[src/ssfc_pkg.sv]
// Purpose: shared constants for the safety status and fault input block
// Assumes: APB data 32 bits, registers 16 bits wide in the low half
// Notes: offsets are byte addresses, one aligned word per register
// Contract
// Realtime bits 14 and 13 show converter two and one current limit now.
// Realtime bit 12 shows thermal shutdown detected now.
// Realtime undervoltage: bit 11 conv two, 10 conv one, 9..6 monitors four..one.
// Realtime overvoltage: bit 5 conv two, 4 conv one, 3..0 monitors four..one.
// Flags and config fields return to defaults only on power-on reset.
// Status bits 14, 13, 12, 9, 8 set on input two, one, pair, monitors.
// Status bit 5 sets on closed-window answer write or refresh timeout.
// Status bit 4 sets on a wrong watchdog answer value.
// Status bit 1 sets on a serial-bus write with bad checksum.
// Status bit 0 sets on an invalid serial-bus request.
// Pair polarity bit 14: 0 one low or two high faults, 1 inverse.
// Input one polarity bit 13: 0 low level faults, 1 high level faults.
// Input two polarity bit 12: 0 low level faults, 1 high level faults.
// Config bit 8 picks independent inputs (0) or bistable pair (1).
// A setting applies only when it equals the inverse of its complement.
// Complement register holds inverted fields at bits 14, 13, 12 and 8.
// On mismatch the previously applied setting stays in force.
package ssfc_pkg;
    localparam int unsigned ADDR_W = 8;
    localparam logic [7:0] OFS_RT = 8'h00;
    localparam logic [7:0] OFS_STS = 8'h04;
    localparam logic [7:0] OFS_CFG = 8'h08;
    localparam logic [7:0] OFS_NCFG = 8'h0C;
    localparam logic [7:0] OFS_MASK = 8'h10;
    localparam logic [7:0] OFS_APPLIED = 8'h14;
    localparam int unsigned POS_PAIR_POL = 14;
    localparam int unsigned POS_POL1 = 13;
    localparam int unsigned POS_POL2 = 12;
    localparam int unsigned POS_BIST = 8;
    localparam int unsigned STS_IN2 = 14;
    localparam int unsigned STS_IN1 = 13;
    localparam int unsigned STS_PAIR = 12;
    localparam int unsigned STS_EM2 = 9;
    localparam int unsigned STS_EM1 = 8;
    localparam int unsigned STS_WD_TIME = 5;
    localparam int unsigned STS_WD_ANS = 4;
    localparam int unsigned STS_CRC = 1;
    localparam int unsigned STS_REQ = 0;
    localparam logic [15:0] STS_MASK = 16'h7333;
    localparam logic [15:0] RT_MASK = 16'h7FFF;
    localparam logic [15:0] CFG_MASK = 16'h7100;
    localparam logic [15:0] RT_RST = 16'h0000;
    localparam logic [15:0] STS_RST = 16'h0000;
    localparam logic [15:0] CFG_RST = 16'h0000;
    localparam logic [15:0] NCFG_RST = 16'h7100;
    localparam logic [15:0] MASK_RST = 16'h0000;
    localparam logic [3:0] APPLIED_RST = 4'h0;
    localparam int unsigned F_PAIR_POL = 3;
    localparam int unsigned F_POL1 = 2;
    localparam int unsigned F_POL2 = 1;
    localparam int unsigned F_BIST = 0;

    // Gather the four config fields into a compact vector
    function automatic logic [3:0] cfg_fields(input logic [15:0] r);
        return {r[POS_PAIR_POL], r[POS_POL1], r[POS_POL2], r[POS_BIST]};
    endfunction
endpackage

[src/ssfc_cfg_if.sv]
// Purpose: carries config fields and fault results between regs and evaluator
// Assumes: single clock domain
// Notes: field order follows the F_* indices of the package
`timescale 1ns/1ps
interface ssfc_cfg_if;
    logic [3:0] cfg_fields;
    logic [3:0] cmp_fields;
    logic [3:0] applied;
    logic input_one_fault;
    logic input_two_fault;
    logic pair_fault;
    modport regs (output cfg_fields, output cmp_fields, input applied,
        input input_one_fault, input input_two_fault, input pair_fault);
    modport eval (input cfg_fields, input cmp_fields, output applied,
        output input_one_fault, output input_two_fault, output pair_fault);
endinterface

[src/ssfc_top.sv]
// Purpose: realtime monitor flags, sticky error status, protected fault config
// Assumes: APB slave with zero wait states; monitor pins asynchronous
// Notes: event inputs are one-cycle pulses from logic on pclk
//
// The register offsets and register access over APB were left to the implementer.
`timescale 1ns/1ps
module ssfc_top
(
    input logic pclk,
    input logic presetn,
    input logic [ssfc_pkg::ADDR_W-1:0] paddr,
    input logic psel,
    input logic penable,
    input logic pwrite,
    input logic [31:0] pwdata,
    output logic [31:0] prdata,
    output logic pready,
    output logic pslverr,
    input logic conv_two_current_limit_now,
    input logic conv_one_current_limit_now,
    input logic thermal_shutdown_now,
    input logic conv_two_undervoltage_now,
    input logic conv_one_undervoltage_now,
    input logic [3:0] ext_monitor_undervoltage_now,
    input logic conv_two_overvoltage_now,
    input logic conv_one_overvoltage_now,
    input logic [3:0] ext_monitor_overvoltage_now,
    input logic fault_input_one,
    input logic fault_input_two,
    input logic error_monitor_one_in,
    input logic error_monitor_two_in,
    input logic wd_closed_write,
    input logic wd_timeout,
    input logic wd_bad_answer,
    input logic bus_crc_error,
    input logic bus_request_error,
    output logic irq
);
    import ssfc_pkg::*;

    logic [15:0] rt_raw;
    logic [15:0] rt_s1_r;
    logic [15:0] rt_r;
    logic [1:0] em_s1_r;
    logic [1:0] em_r;
    logic [15:0] sts_r;
    logic [15:0] sts_nxt;
    logic [15:0] sts_set;
    logic [15:0] clr_v;
    logic [15:0] cfg_r;
    logic [15:0] ncfg_r;
    logic [15:0] mask_r;
    logic [31:0] prdata_r;
    logic [15:0] rd_word;
    logic irq_r;
    logic setup;
    logic access;
    logic wr_en;
    logic [1:0] age_r;
    logic age_ok;

    ssfc_cfg_if cfg_bus ();

    ssfc_fault_eval u_eval (
        .pclk(pclk),
        .presetn(presetn),
        .fault_input_one(fault_input_one),
        .fault_input_two(fault_input_two),
        .cb(cfg_bus.eval)
    );

    // Word-aligned offsets that exist in the map
    function automatic logic addr_ok(input logic [ADDR_W-1:0] a);
        logic ok;
        ok = 1'b0;
        if (a == OFS_RT || a == OFS_STS || a == OFS_CFG)
            ok = 1'b1;
        if (a == OFS_NCFG || a == OFS_MASK || a == OFS_APPLIED)
            ok = 1'b1;
        return ok;
    endfunction

    // APB phase decode; every access completes without wait states
    assign setup = psel & ~penable;
    assign access = psel & penable;
    assign wr_en = access & pwrite & addr_ok(paddr);
    assign pready = 1'b1;
    assign pslverr = access & ~addr_ok(paddr);

    // Realtime vector in register layout
    assign rt_raw = {1'b0,
        conv_two_current_limit_now,
        conv_one_current_limit_now,
        thermal_shutdown_now,
        conv_two_undervoltage_now,
        conv_one_undervoltage_now,
        ext_monitor_undervoltage_now,
        conv_two_overvoltage_now,
        conv_one_overvoltage_now,
        ext_monitor_overvoltage_now};

    // Realtime flags track the pins through two flops, no latching
    always_ff @(posedge pclk or negedge presetn)
    begin
        if (!presetn)
        begin
            rt_s1_r <= RT_RST;
            rt_r <= RT_RST;
        end
        else
        begin
            rt_s1_r <= rt_raw;
            rt_r <= rt_s1_r;
        end
    end

    // Error monitor pins are asynchronous levels
    always_ff @(posedge pclk or negedge presetn)
    begin
        if (!presetn)
        begin
            em_s1_r <= 2'h0;
            em_r <= 2'h0;
        end
        else
        begin
            em_s1_r <= {error_monitor_two_in, error_monitor_one_in};
            em_r <= em_s1_r;
        end
    end

    // Status set sources; a fault level keeps re-setting its bit
    always_comb
    begin
        sts_set = 16'h0000;
        sts_set[STS_IN2] = cfg_bus.input_two_fault;
        sts_set[STS_IN1] = cfg_bus.input_one_fault;
        sts_set[STS_PAIR] = cfg_bus.pair_fault;
        sts_set[STS_EM2] = em_r[1];
        sts_set[STS_EM1] = em_r[0];
        sts_set[STS_WD_TIME] = wd_closed_write | wd_timeout;
        sts_set[STS_WD_ANS] = wd_bad_answer;
        sts_set[STS_CRC] = bus_crc_error;
        sts_set[STS_REQ] = bus_request_error;
    end

    // Write-one-to-clear; a same-cycle set wins so no event is lost
    assign clr_v = (wr_en && paddr == OFS_STS) ? (pwdata[15:0] & STS_MASK) : 16'h0000;
    assign sts_nxt = (sts_r & ~clr_v) | sts_set;

    always_ff @(posedge pclk or negedge presetn)
    begin
        if (!presetn)
            sts_r <= STS_RST;
        else
            sts_r <= sts_nxt;
    end

    // Config and complement; only defined fields are stored
    always_ff @(posedge pclk or negedge presetn)
    begin
        if (!presetn)
        begin
            cfg_r <= CFG_RST;
            ncfg_r <= NCFG_RST;
        end
        else
        begin
            if (wr_en && paddr == OFS_CFG)
                cfg_r <= pwdata[15:0] & CFG_MASK;
            if (wr_en && paddr == OFS_NCFG)
                ncfg_r <= pwdata[15:0] & CFG_MASK;
        end
    end
    assign cfg_bus.cfg_fields = cfg_fields(cfg_r);
    assign cfg_bus.cmp_fields = cfg_fields(ncfg_r);

    // Interrupt mask, same layout as status
    always_ff @(posedge pclk or negedge presetn)
    begin
        if (!presetn)
            mask_r <= MASK_RST;
        else if (wr_en && paddr == OFS_MASK)
            mask_r <= pwdata[15:0] & STS_MASK;
    end

    // Registered interrupt keeps the output glitch free, one cycle late
    always_ff @(posedge pclk or negedge presetn)
    begin
        if (!presetn)
            irq_r <= 1'b0;
        else
            irq_r <= |(sts_r & mask_r);
    end
    assign irq = irq_r;

    // Read mux; unmapped offsets read zero
    always_comb
    begin
        rd_word = 16'h0000;
        case (paddr)
            OFS_RT: rd_word = rt_r & RT_MASK;
            OFS_STS: rd_word = sts_r;
            OFS_CFG: rd_word = cfg_r;
            OFS_NCFG: rd_word = ncfg_r;
            OFS_MASK: rd_word = mask_r;
            OFS_APPLIED:
            begin
                rd_word[POS_PAIR_POL] = cfg_bus.applied[F_PAIR_POL];
                rd_word[POS_POL1] = cfg_bus.applied[F_POL1];
                rd_word[POS_POL2] = cfg_bus.applied[F_POL2];
                rd_word[POS_BIST] = cfg_bus.applied[F_BIST];
            end
            default: rd_word = 16'h0000;
        endcase
    end

    // Read data captured in setup so it leaves a flop in access
    always_ff @(posedge pclk or negedge presetn)
    begin
        if (!presetn)
            prdata_r <= 32'h0000_0000;
        else if (setup && !pwrite)
            prdata_r <= {16'h0000, rd_word};
    end
    assign prdata = prdata_r;

    // Helper for checks: pipeline depth filled after reset
    always_ff @(posedge pclk or negedge presetn)
    begin
        if (!presetn)
            age_r <= 2'h0;
        else if (age_r != 2'h3)
            age_r <= age_r + 2'h1;
    end
    assign age_ok = (age_r == 2'h3);

    property p_rt_bits(logic [15:0] m);
        @(posedge pclk) disable iff (!presetn)
        age_ok |-> ((rt_r ^ $past(rt_raw, 2)) & m) == 16'h0000;
    endproperty

    AST_RT_ILIM: assert property (p_rt_bits(16'h6000))
        else $error("current limit flags do not track inputs");
    AST_RT_TSD: assert property (p_rt_bits(16'h1000))
        else $error("thermal shutdown flag does not track input");
    AST_RT_UV: assert property (p_rt_bits(16'h0FC0))
        else $error("undervoltage flags do not track inputs");
    AST_RT_OV: assert property (p_rt_bits(16'h003F))
        else $error("overvoltage flags do not track inputs");

    // Bits fall only through a written one
    AST_STICKY: assert property (@(posedge pclk) disable iff (!presetn)
        (~sts_r & $past(sts_r) & ~$past(clr_v)) == 16'h0000)
        else $error("status bit fell without a clear");

    // A cleared bit with no new event reads zero
    AST_W1C: assert property (@(posedge pclk) disable iff (!presetn)
        (clr_v & ~sts_set) != 16'h0000 |=> (sts_r & $past(clr_v & ~sts_set)) == 16'h0000)
        else $error("written one did not clear status");

    // Event and clear together: the event wins
    AST_SET_WINS: assert property (@(posedge pclk) disable iff (!presetn)
        (sts_set & clr_v) != 16'h0000 |=> (~sts_r & $past(sts_set)) == 16'h0000)
        else $error("same-cycle clear lost an event");

    // Reset-level pins look faulty; wait for the pipe
    AST_FAULT_SET: assert property (@(posedge pclk) disable iff (!presetn)
        age_ok && (cfg_bus.input_one_fault || cfg_bus.pair_fault)
        |=> sts_r[STS_IN1] || sts_r[STS_PAIR])
        else $error("fault input did not set status");

    // Input two in independent mode
    AST_FAULT_TWO: assert property (@(posedge pclk) disable iff (!presetn)
        age_ok && cfg_bus.input_two_fault |=> sts_r[STS_IN2])
        else $error("fault input two did not set status");

    // Error monitor two after its synchroniser
    AST_EM_SET: assert property (@(posedge pclk) disable iff (!presetn)
        age_ok && $past(error_monitor_two_in, 2) |-> ##1 sts_r[STS_EM2])
        else $error("error monitor two did not set status");

    // Error monitor one after its synchroniser
    AST_EM_ONE: assert property (@(posedge pclk) disable iff (!presetn)
        age_ok && $past(error_monitor_one_in, 2) |-> ##1 sts_r[STS_EM1])
        else $error("error monitor one did not set status");

    // Closed-window write or refresh timeout
    AST_WD_TIMING: assert property (@(posedge pclk) disable iff (!presetn)
        wd_closed_write || wd_timeout |=> sts_r[STS_WD_TIME])
        else $error("watchdog timing error not flagged");

    // Wrong watchdog answer
    AST_WD_ANSWER: assert property (@(posedge pclk) disable iff (!presetn)
        wd_bad_answer |=> sts_r[STS_WD_ANS])
        else $error("watchdog answer error not flagged");

    // Checksum error on its own bit
    AST_CRC: assert property (@(posedge pclk) disable iff (!presetn)
        bus_crc_error |=> sts_r[STS_CRC])
        else $error("checksum error not flagged");

    // Invalid request on its own bit
    AST_REQ: assert property (@(posedge pclk) disable iff (!presetn)
        bus_request_error |=> sts_r[STS_REQ])
        else $error("request error not flagged");

    // Interrupt follows pending unmasked status
    AST_IRQ: assert property (@(posedge pclk) disable iff (!presetn)
        (sts_r & mask_r) != 16'h0000 |=> irq)
        else $error("interrupt not raised for unmasked status");

    // No interrupt with nothing pending
    AST_IRQ_LOW: assert property (@(posedge pclk) disable iff (!presetn)
        (sts_r & mask_r) == 16'h0000 |=> !irq)
        else $error("interrupt raised with nothing pending");

    // Config write keeps defined fields only
    AST_CFG_STORE: assert property (@(posedge pclk) disable iff (!presetn)
        wr_en && paddr == OFS_CFG |=> cfg_r == ($past(pwdata[15:0]) & CFG_MASK))
        else $error("config write not stored");

    // Complement write keeps defined fields only
    AST_CFG_WRITE: assert property (@(posedge pclk) disable iff (!presetn)
        wr_en && paddr == OFS_NCFG |=> ncfg_r == ($past(pwdata[15:0]) & CFG_MASK))
        else $error("complement write not stored");

    // Mask write keeps status layout
    AST_MASK_WRITE: assert property (@(posedge pclk) disable iff (!presetn)
        wr_en && paddr == OFS_MASK |=> mask_r == ($past(pwdata[15:0]) & STS_MASK))
        else $error("mask write not stored");

    // Status read data launched from the setup edge
    AST_RD_STS: assert property (@(posedge pclk) disable iff (!presetn)
        setup && !pwrite && paddr == OFS_STS |=> prdata == {16'h0000, $past(sts_r)})
        else $error("status read data wrong");

    // A refused access stores nothing
    AST_ERR_NO_WRITE: assert property (@(posedge pclk) disable iff (!presetn)
        pslverr |=> cfg_r == $past(cfg_r) && ncfg_r == $past(ncfg_r) && mask_r == $past(mask_r))
        else $error("refused write changed a register");

    COV_IRQ: cover property (@(posedge pclk) disable iff (!presetn) $rose(irq));
    COV_CLEAR: cover property (@(posedge pclk) disable iff (!presetn)
        (clr_v & sts_r) != 16'h0000);
    COV_APPLY: cover property (@(posedge pclk) disable iff (!presetn)
        $changed(cfg_bus.applied));
    COV_SLVERR: cover property (@(posedge pclk) disable iff (!presetn) pslverr);
endmodule

[src/ssfc_fault_eval.sv]
// Purpose: synchronise fault inputs, apply protected config, evaluate faults
// Assumes: fault pins are asynchronous to pclk
// Notes: fault results are levels, recomputed every cycle
`timescale 1ns/1ps
module ssfc_fault_eval
(
    input logic pclk,
    input logic presetn,
    input logic fault_input_one,
    input logic fault_input_two,
    ssfc_cfg_if.eval cb
);
    import ssfc_pkg::*;

    logic [1:0] pin_s1_r;
    logic [1:0] pin_r;
    logic [3:0] applied_r;
    logic [3:0] match;
    logic one_bad;
    logic two_bad;
    logic pair_bad;

    // Two-stage synchroniser, first stage read by second only
    always_ff @(posedge pclk or negedge presetn)
    begin
        if (!presetn)
        begin
            pin_s1_r <= 2'h0;
            pin_r <= 2'h0;
        end
        else
        begin
            pin_s1_r <= {fault_input_two, fault_input_one};
            pin_r <= pin_s1_r;
        end
    end

    // Per-field apply; a torn write can change the matching fields while the others hold
    assign match = cb.cfg_fields ^ cb.cmp_fields;
    always_ff @(posedge pclk or negedge presetn)
    begin
        if (!presetn)
            applied_r <= APPLIED_RST;
        else
        begin
            for (int i = 0; i < 4; i++)
            begin
                if (match[i])
                    applied_r[i] <= cb.cfg_fields[i];
            end // Mismatch keeps old field
        end
    end
    assign cb.applied = applied_r;

    // Fault level equals polarity bit means fault; in the pair, input two faults on the other level
    assign one_bad = (pin_r[0] == applied_r[F_POL1]);
    assign two_bad = (pin_r[1] == applied_r[F_POL2]);
    assign pair_bad = (pin_r[0] == applied_r[F_PAIR_POL])
        | (pin_r[1] != applied_r[F_PAIR_POL]);
    assign cb.input_one_fault = ~applied_r[F_BIST] & one_bad;
    assign cb.input_two_fault = ~applied_r[F_BIST] & two_bad;
    assign cb.pair_fault = applied_r[F_BIST] & pair_bad;

    AST_POL_ONE: assert property (@(posedge pclk) disable iff (!presetn)
        !applied_r[F_BIST] |-> cb.input_one_fault == (pin_r[0] == applied_r[F_POL1]))
        else $error("input one fault does not follow polarity");
    AST_POL_TWO: assert property (@(posedge pclk) disable iff (!presetn)
        !applied_r[F_BIST] |-> cb.input_two_fault == (pin_r[1] == applied_r[F_POL2]))
        else $error("input two fault does not follow polarity");
    AST_PAIR_POL: assert property (@(posedge pclk) disable iff (!presetn)
        applied_r[F_BIST] |-> cb.pair_fault == (applied_r[F_PAIR_POL] ?
        (pin_r[0] | ~pin_r[1]) : (~pin_r[0] | pin_r[1])))
        else $error("pair fault does not follow pair polarity");
    AST_MODE: assert property (@(posedge pclk) disable iff (!presetn)
        applied_r[F_BIST] |-> !cb.input_one_fault && !cb.input_two_fault)
        else $error("independent flags active in bistable mode");
    AST_APPLY: assert property (@(posedge pclk) disable iff (!presetn)
        match == 4'hF |=> applied_r == $past(cb.cfg_fields))
        else $error("matching setting not applied");
    AST_HOLD: assert property (@(posedge pclk) disable iff (!presetn)
        ((applied_r ^ $past(applied_r)) & ~$past(match)) == 4'h0)
        else $error("mismatched setting changed evaluation");
    COV_BIST_FAULT: cover property (@(posedge pclk) disable iff (!presetn)
        cb.pair_fault);
endmodule

[config.mk]
export PLATFORM = sky130hd
export DESIGN_NAME = ssfc_top
export DESIGN_NICKNAME = d
export VERILOG_FILES = /design/src/ssfc_pkg.sv /design/src/ssfc_cfg_if.sv /design/src/ssfc_top.sv /design/src/ssfc_fault_eval.sv
export SDC_FILE = /design/constraint.sdc
export NUM_CORES = 1
export LEC_CHECK = 0
export BUFFER_PORTS_ARGS = -buffer_cell sky130_fd_sc_hd__clkbuf_2
export CAP_MARGIN = 25
export CORE_MARGIN = 5
export CORE_UTILIZATION = 51
export DETAILED_ROUTE_END_ITERATION = 10
export PLACE_DENSITY = 0.92
export SYNTH_ARGS = -nofsm -noshare
export SYNTH_HDL_FRONTEND = slang
export SYNTH_SLANG_ARGS = --single-unit
[constraint.sdc]
create_clock -name pclk -period 2 [get_ports pclk]
set_clock_uncertainty 0.15 [all_clocks]
set_input_delay 0.4 -clock pclk [delete_from_list [all_inputs] [get_ports pclk]]
set_output_delay 0.4 -clock pclk [all_outputs]
set_load 0.1 [all_outputs]
Word-level counts from Yosys, hierarchy flattened --
Index checks and enable logic that the tools add are counted.
Cells by class: equality and inequality tests 9, muxes and demuxes 8, bitwise operators 18, reductions and logical operators 12
Operators with widths (count):
- 8-bit one-hot mux with 3 select lines | 1
- 3-bit one-hot mux with 6 select lines | 1
- 16-bit by 15-bit AND with 16-bit output | 1
- 16-bit AND | 1
- 8-bit by 4-bit == test with 1-bit output, second input constant | 2
- 8-bit by 5-bit == test with 1-bit output, second input constant | 2
- 15-bit inverter with 16-bit output | 1
- 16-bit by 15-bit OR with 16-bit output | 1
- 16-bit OR reduction | 1
- 15-bit 2-to-1 mux | 1
- 3-bit one-hot mux with 3 select lines | 1
- 1-bit AND | 8
- 8-bit by 3-bit == test with 1-bit output, second input constant | 1
- 8-bit zero test | 1
- 1-bit one-hot mux with 6 select lines | 1
- 1-bit logical AND | 5
- 1-bit logical OR | 4
- 4-bit bitwise XOR | 1
- 1-bit == test | 3
- 1-bit 2-to-1 mux | 3
- 1-bit inverter | 3
- 1-bit OR | 2
- 1-bit zero test | 1
- 1-bit != test | 1
Storage, ports and cells: register bits after elaboration 92

Logic depth before layout (Yosys ltp) --
depth after elaboration 11, gate-level depth with buffers 6, mapped depth without buffers 4

Cells and area by module --
Synthesis repeated with hierarchy kept, for this count alone.
Second synthesis, totals: cells, all modules 261, area, all modules 3375.7 um2
By module, submodules not included:
- ssfc_top | times used 1, cells an instance 237, area each 3074.2 um2, seq. area each 1906.8 um2
- ssfc_fault_eval | times used 1, cells an instance 24, area each 301.5 um2, seq. area each 200.2 um2

Worst setup path before layout --
No wires, ideal clock.
kind input to output, start input paddr[3] (netlist name), end output pslverr, arrival 2232 ps, data required time 1450 ps, setup slack -782 ps, stages on the path 3, path through clkbuf_1 -> nand2_1 -> a21oi_1
On the way: longest elaborated chain between the ends 7
RTL lines:
- start, declared | RTL line ssfc_top.sv:11 | input logic [ssfc_pkg::ADDR_W-1:0] paddr,
- 8-bit by 3-bit == test with 1-bit output or 8-bit zero test (tied branches) | RTL line ssfc_top.sv:76 | if (a == OFS_RT || a == OFS_STS || a == OFS_CFG)
- 1-bit logical OR (2 in a row) | RTL line ssfc_top.sv:76
- 1-bit 2-to-1 mux | RTL line ssfc_top.sv:76
- 1-bit 2-to-1 mux (*) | RTL line ssfc_top.sv:78 | if (a == OFS_NCFG || a == OFS_MASK || a == OFS_APPLIED)
- 1-bit inverter (*) | RTL line ssfc_top.sv:88 | assign pslverr = access & ~addr_ok(paddr);
- 1-bit AND (*) | RTL line ssfc_top.sv:88
- end, declared | RTL line ssfc_top.sv:18 | output logic pslverr,
Every way passes the cells marked *; elsewhere a longest branch is shown, timed or not.

Worst setup path in the final report --
start input paddr[5] (netlist name), end output pslverr
The elaborated chain is that of the path after synthesis.

==> results_dict.tcl <==
set metrics [dict create \
    status "complete, no violations" \
    syn_area_mm2 0.003348 \
    reg2reg_depth 3 \
    track_usage_pct 17.96 \
    ctsHtreeMaxLevel 3 \
    ys_warn_count 0 \
    grt_pass1_wl_um 11600 \
    cp_slowest_stage_delay_ps 550 \
    cp_num_buf_inv 2 \
    cts_buffers 9 \
    dp_slack_ps -191.9 \
    startpoint_type "primary input" \
    critical_path_arrival_ps 1440 \
    nNetsFinal 425 \
    nFillCells 432 \
    synth_ff_type "dfrtp_1" \
    ys_types 46 \
    die_y_um 91.03 \
    ir_drop_v 0.0007264 \
    area_growth_pct 27.39 \
    via_per_inst 5.126 \
    critPathMaxFanout 2 \
    mostFrequentLayoutCell "dfrtp_1" \
    period_minus_slack_ps 1991 \
    portBuffers 62 \
    power_leakage_nw 2.105 \
    synth_seq_cells 84 \
    crit_chain "buf_6, or4_4, nor2_4, a21oi_4, buf_12" \
    worstSetupEndpointType "output port" \
    r2r_start "u_eval.cb.applied[0]" \
    hold_viol 0 \
    die_x_um 91.03 \
    clockRootBuffer "clkbuf_8" \
    min_period_over_period_pct 99.54 \
    fin_ws_ps 9.270 \
    relSlewSlack_pct 63.84 \
    start_util_pct 52.43 \
    final_util_pct 66.79 \
    holdCritStartpoint "wd_bad_answer" \
    rr_endpoint "prdata[8]" \
    synth_async_sr_flop_share_pct 100.0 \
    synth_cells 254 \
    vias 2245 \
    crit_path_top_delay_cell "or4_4" \
    synth_edf_count 0 \
    grt_overflow 0 \
    tritoncts "yes" \
    r2r_slack_ps 540 \
    seq_area_frac_synth_pct 62.93 \
    die_area_mm2 0.008286 \
    clkLatencyLatePin_ps 350 \
    startpoint "paddr[5]" \
    hold_ws_ps 80.83 \
    grt_max_degree 39 \
    antenna_found_initial 0 \
    first_iter_violations 161 \
    dpl.hpwl_um 5132 \
    worst_slew_pin_slew_ps 544.8 \
    row_count 29 \
    max-cap-violations 0 \
    final_cell_mix "80 x dfrtp_1, 59 x clkbuf_2, 23 x nand2_1, 21 x buf_4, 20 x dlygate4sd3_1" \
    core_mm2 0.006386 \
    gp_congestion 0.9351 \
    rsz0062_at_grt "yes" \
    hold_path_class "in2reg" \
    power.density_mw_per_mm2 823.7 \
    final_max_slew_viol_count 0 \
    drive_gt1_share_pct 31.86 \
    finalSetupViolCount 0 \
    cp_data_required_time_ps 1450 \
    wl_um 7139 \
    avgSynthCellArea_um2 13.18 \
    grt_pass1_vias 2287 \
    cts_sinks 84 \
    fmax_ghz 0.5023 \
    min_delay_path_depth 2 \
    clk_path_buf_depth 2 \
    drcViolationCount 0 \
    hold_end "sts_r[4]" \
    first_pass_iters 4 \
    antenna_cells 0 \
    path_delay_family "simple AND/OR/NAND/NOR gates" \
    ios 104 \
    clk_pin_slew_ps 80 \
    avgRoutedWirePerCell_um 16.30 \
    antenna_left 0 \
    criticalPathCategory "in2out" \
]
## sequential cells by signal, summed over array words and instances (netlist names)
signal	cells
rt_s1_r	15
sts_r	9
em_r	2
u_eval.cb.applied	4
rt_r	15
mask_r	9
irq	1
ncfg_r	4
cfg_r	4
prdata	15
em_s1_r	2
u_eval.pin_s1_r	2
u_eval.pin_r	2
## synth_stat cells, types with 2 or more instances
library cell	instances	area (µm²)
conb_1	2	7.510
mux2i_1	15	150.1
nand2_1	23	86.33
nand2b_1	2	12.51
clkbuf_1	6	22.52
o22ai_1	2	12.51
nor4_1	3	18.77
a21o_1	5	37.54
o2bb2ai_1	2	17.52
inv_1	5	18.77
xor2_1	2	17.52
a21oi_1	9	45.04
dfrtp_1	80	2002
nor2_1	7	26.28
o211ai_1	2	15.01
nor4_4	2	42.54
or4_4	3	33.78
dfstp_2	4	105.1
a22o_1	8	70.07
mux2_1	12	135.1
a221o_1	2	20.02
maj3_1	4	40.04
buf_4	18	135.1
buf_1	2	7.510
nand4_1	3	18.77
nor2b_1	2	12.51
o21ai_1	10	50.05
## logic make-up after synthesis
group	share of synthesized area [%]
XOR/XNOR	0.5233
flip-flops	62.93
buffers and inverters	5.979
AO/OA/AOI/OAI	9.530
multiplexers	8.856
AND/OR/NAND/NOR	10.76
adder cells (fa/ha/maj)	1.196
other	0.2243
## cell type report
| type | instances | area (µm²) | area share [%] |
|---|---|---|---|
| flip-flops and latches | 84 | 2107 | 49.40 |
| repair buffers | 103 | 704.4 | 16.52 |
| well taps | 77 | 96.34 | 2.259 |
| clock buffers | 10 | 137.6 | 3.227 |
| inverters | 5 | 18.77 | 0.4400 |
| clock inverters | 6 | 87.58 | 2.053 |
| multi-input cells | 153 | 1114 | 26.11 |
## metrics by stage
stage | std cells | TNS, ps | instance area [µm²] | power (mW)
after global routing | 438 | -9.697 | 4265 | 3.643
after global placement | 402 | -2349 | 3834 | 2.183
after floorplan | 270 | -169.3 | 3421 | 2.083
final | 438 | 0 | 4265 | 3.514
after CTS | 437 | -8.047 | 4249 | 3.536
after detailed placement | 402 | -3361 | 3834 | 2.192
## worst max-delay path by stage
stage / slack [ps] / cells after the start / end
6_report: 9 / 5 / pslverr
5_1_grt: -10 / 5 / pslverr
4_1_cts: -8 / 5 / pslverr
3_5_place_dp: -190 / 5 / cfg_r[12]
3_3_place_gp: -140 / 5 / cfg_r[12]
2_1_floorplan: -40 / 4 / cfg_r[12]
## worst register-to-register path, cell delays in order (launching register included)
cell and delay, ps:
dfrtp_1 440, mux2i_1 290, o22ai_1 140, a221o_1 330
## power breakdown
group / switching (mW) / internal, mW
clock network: 0.588 / 0.734
registers: 0.0186 / 1.75
logic: 0.308 / 0.117
## layer usage
| metal | share of wire, % | global-route usage (%) | up-vias |
|---|---|---|---|
| met1 | 41 | 22.65 | 1090 |
| met2 | 51 | 29.45 | 73 |
| li1 | - | - | 1068 |
| met5 | 0 | 0 | - |
| met3 | 5.6 | 4.545 | 14 |
| met4 | 2.4 | 7.702 | 0 |
## what timing repair did
item | CTS | global route
pin swaps | 2 | 3
endpoints found under the setup margin | 1 | 1
hold endpoints to repair | 50 | 1
hold buffers | 19 | 1
cloned | 0 | 0
resized for setup | 0 | 1
setup buffers | 1 | 0
(Power assumes the default switching activity.)
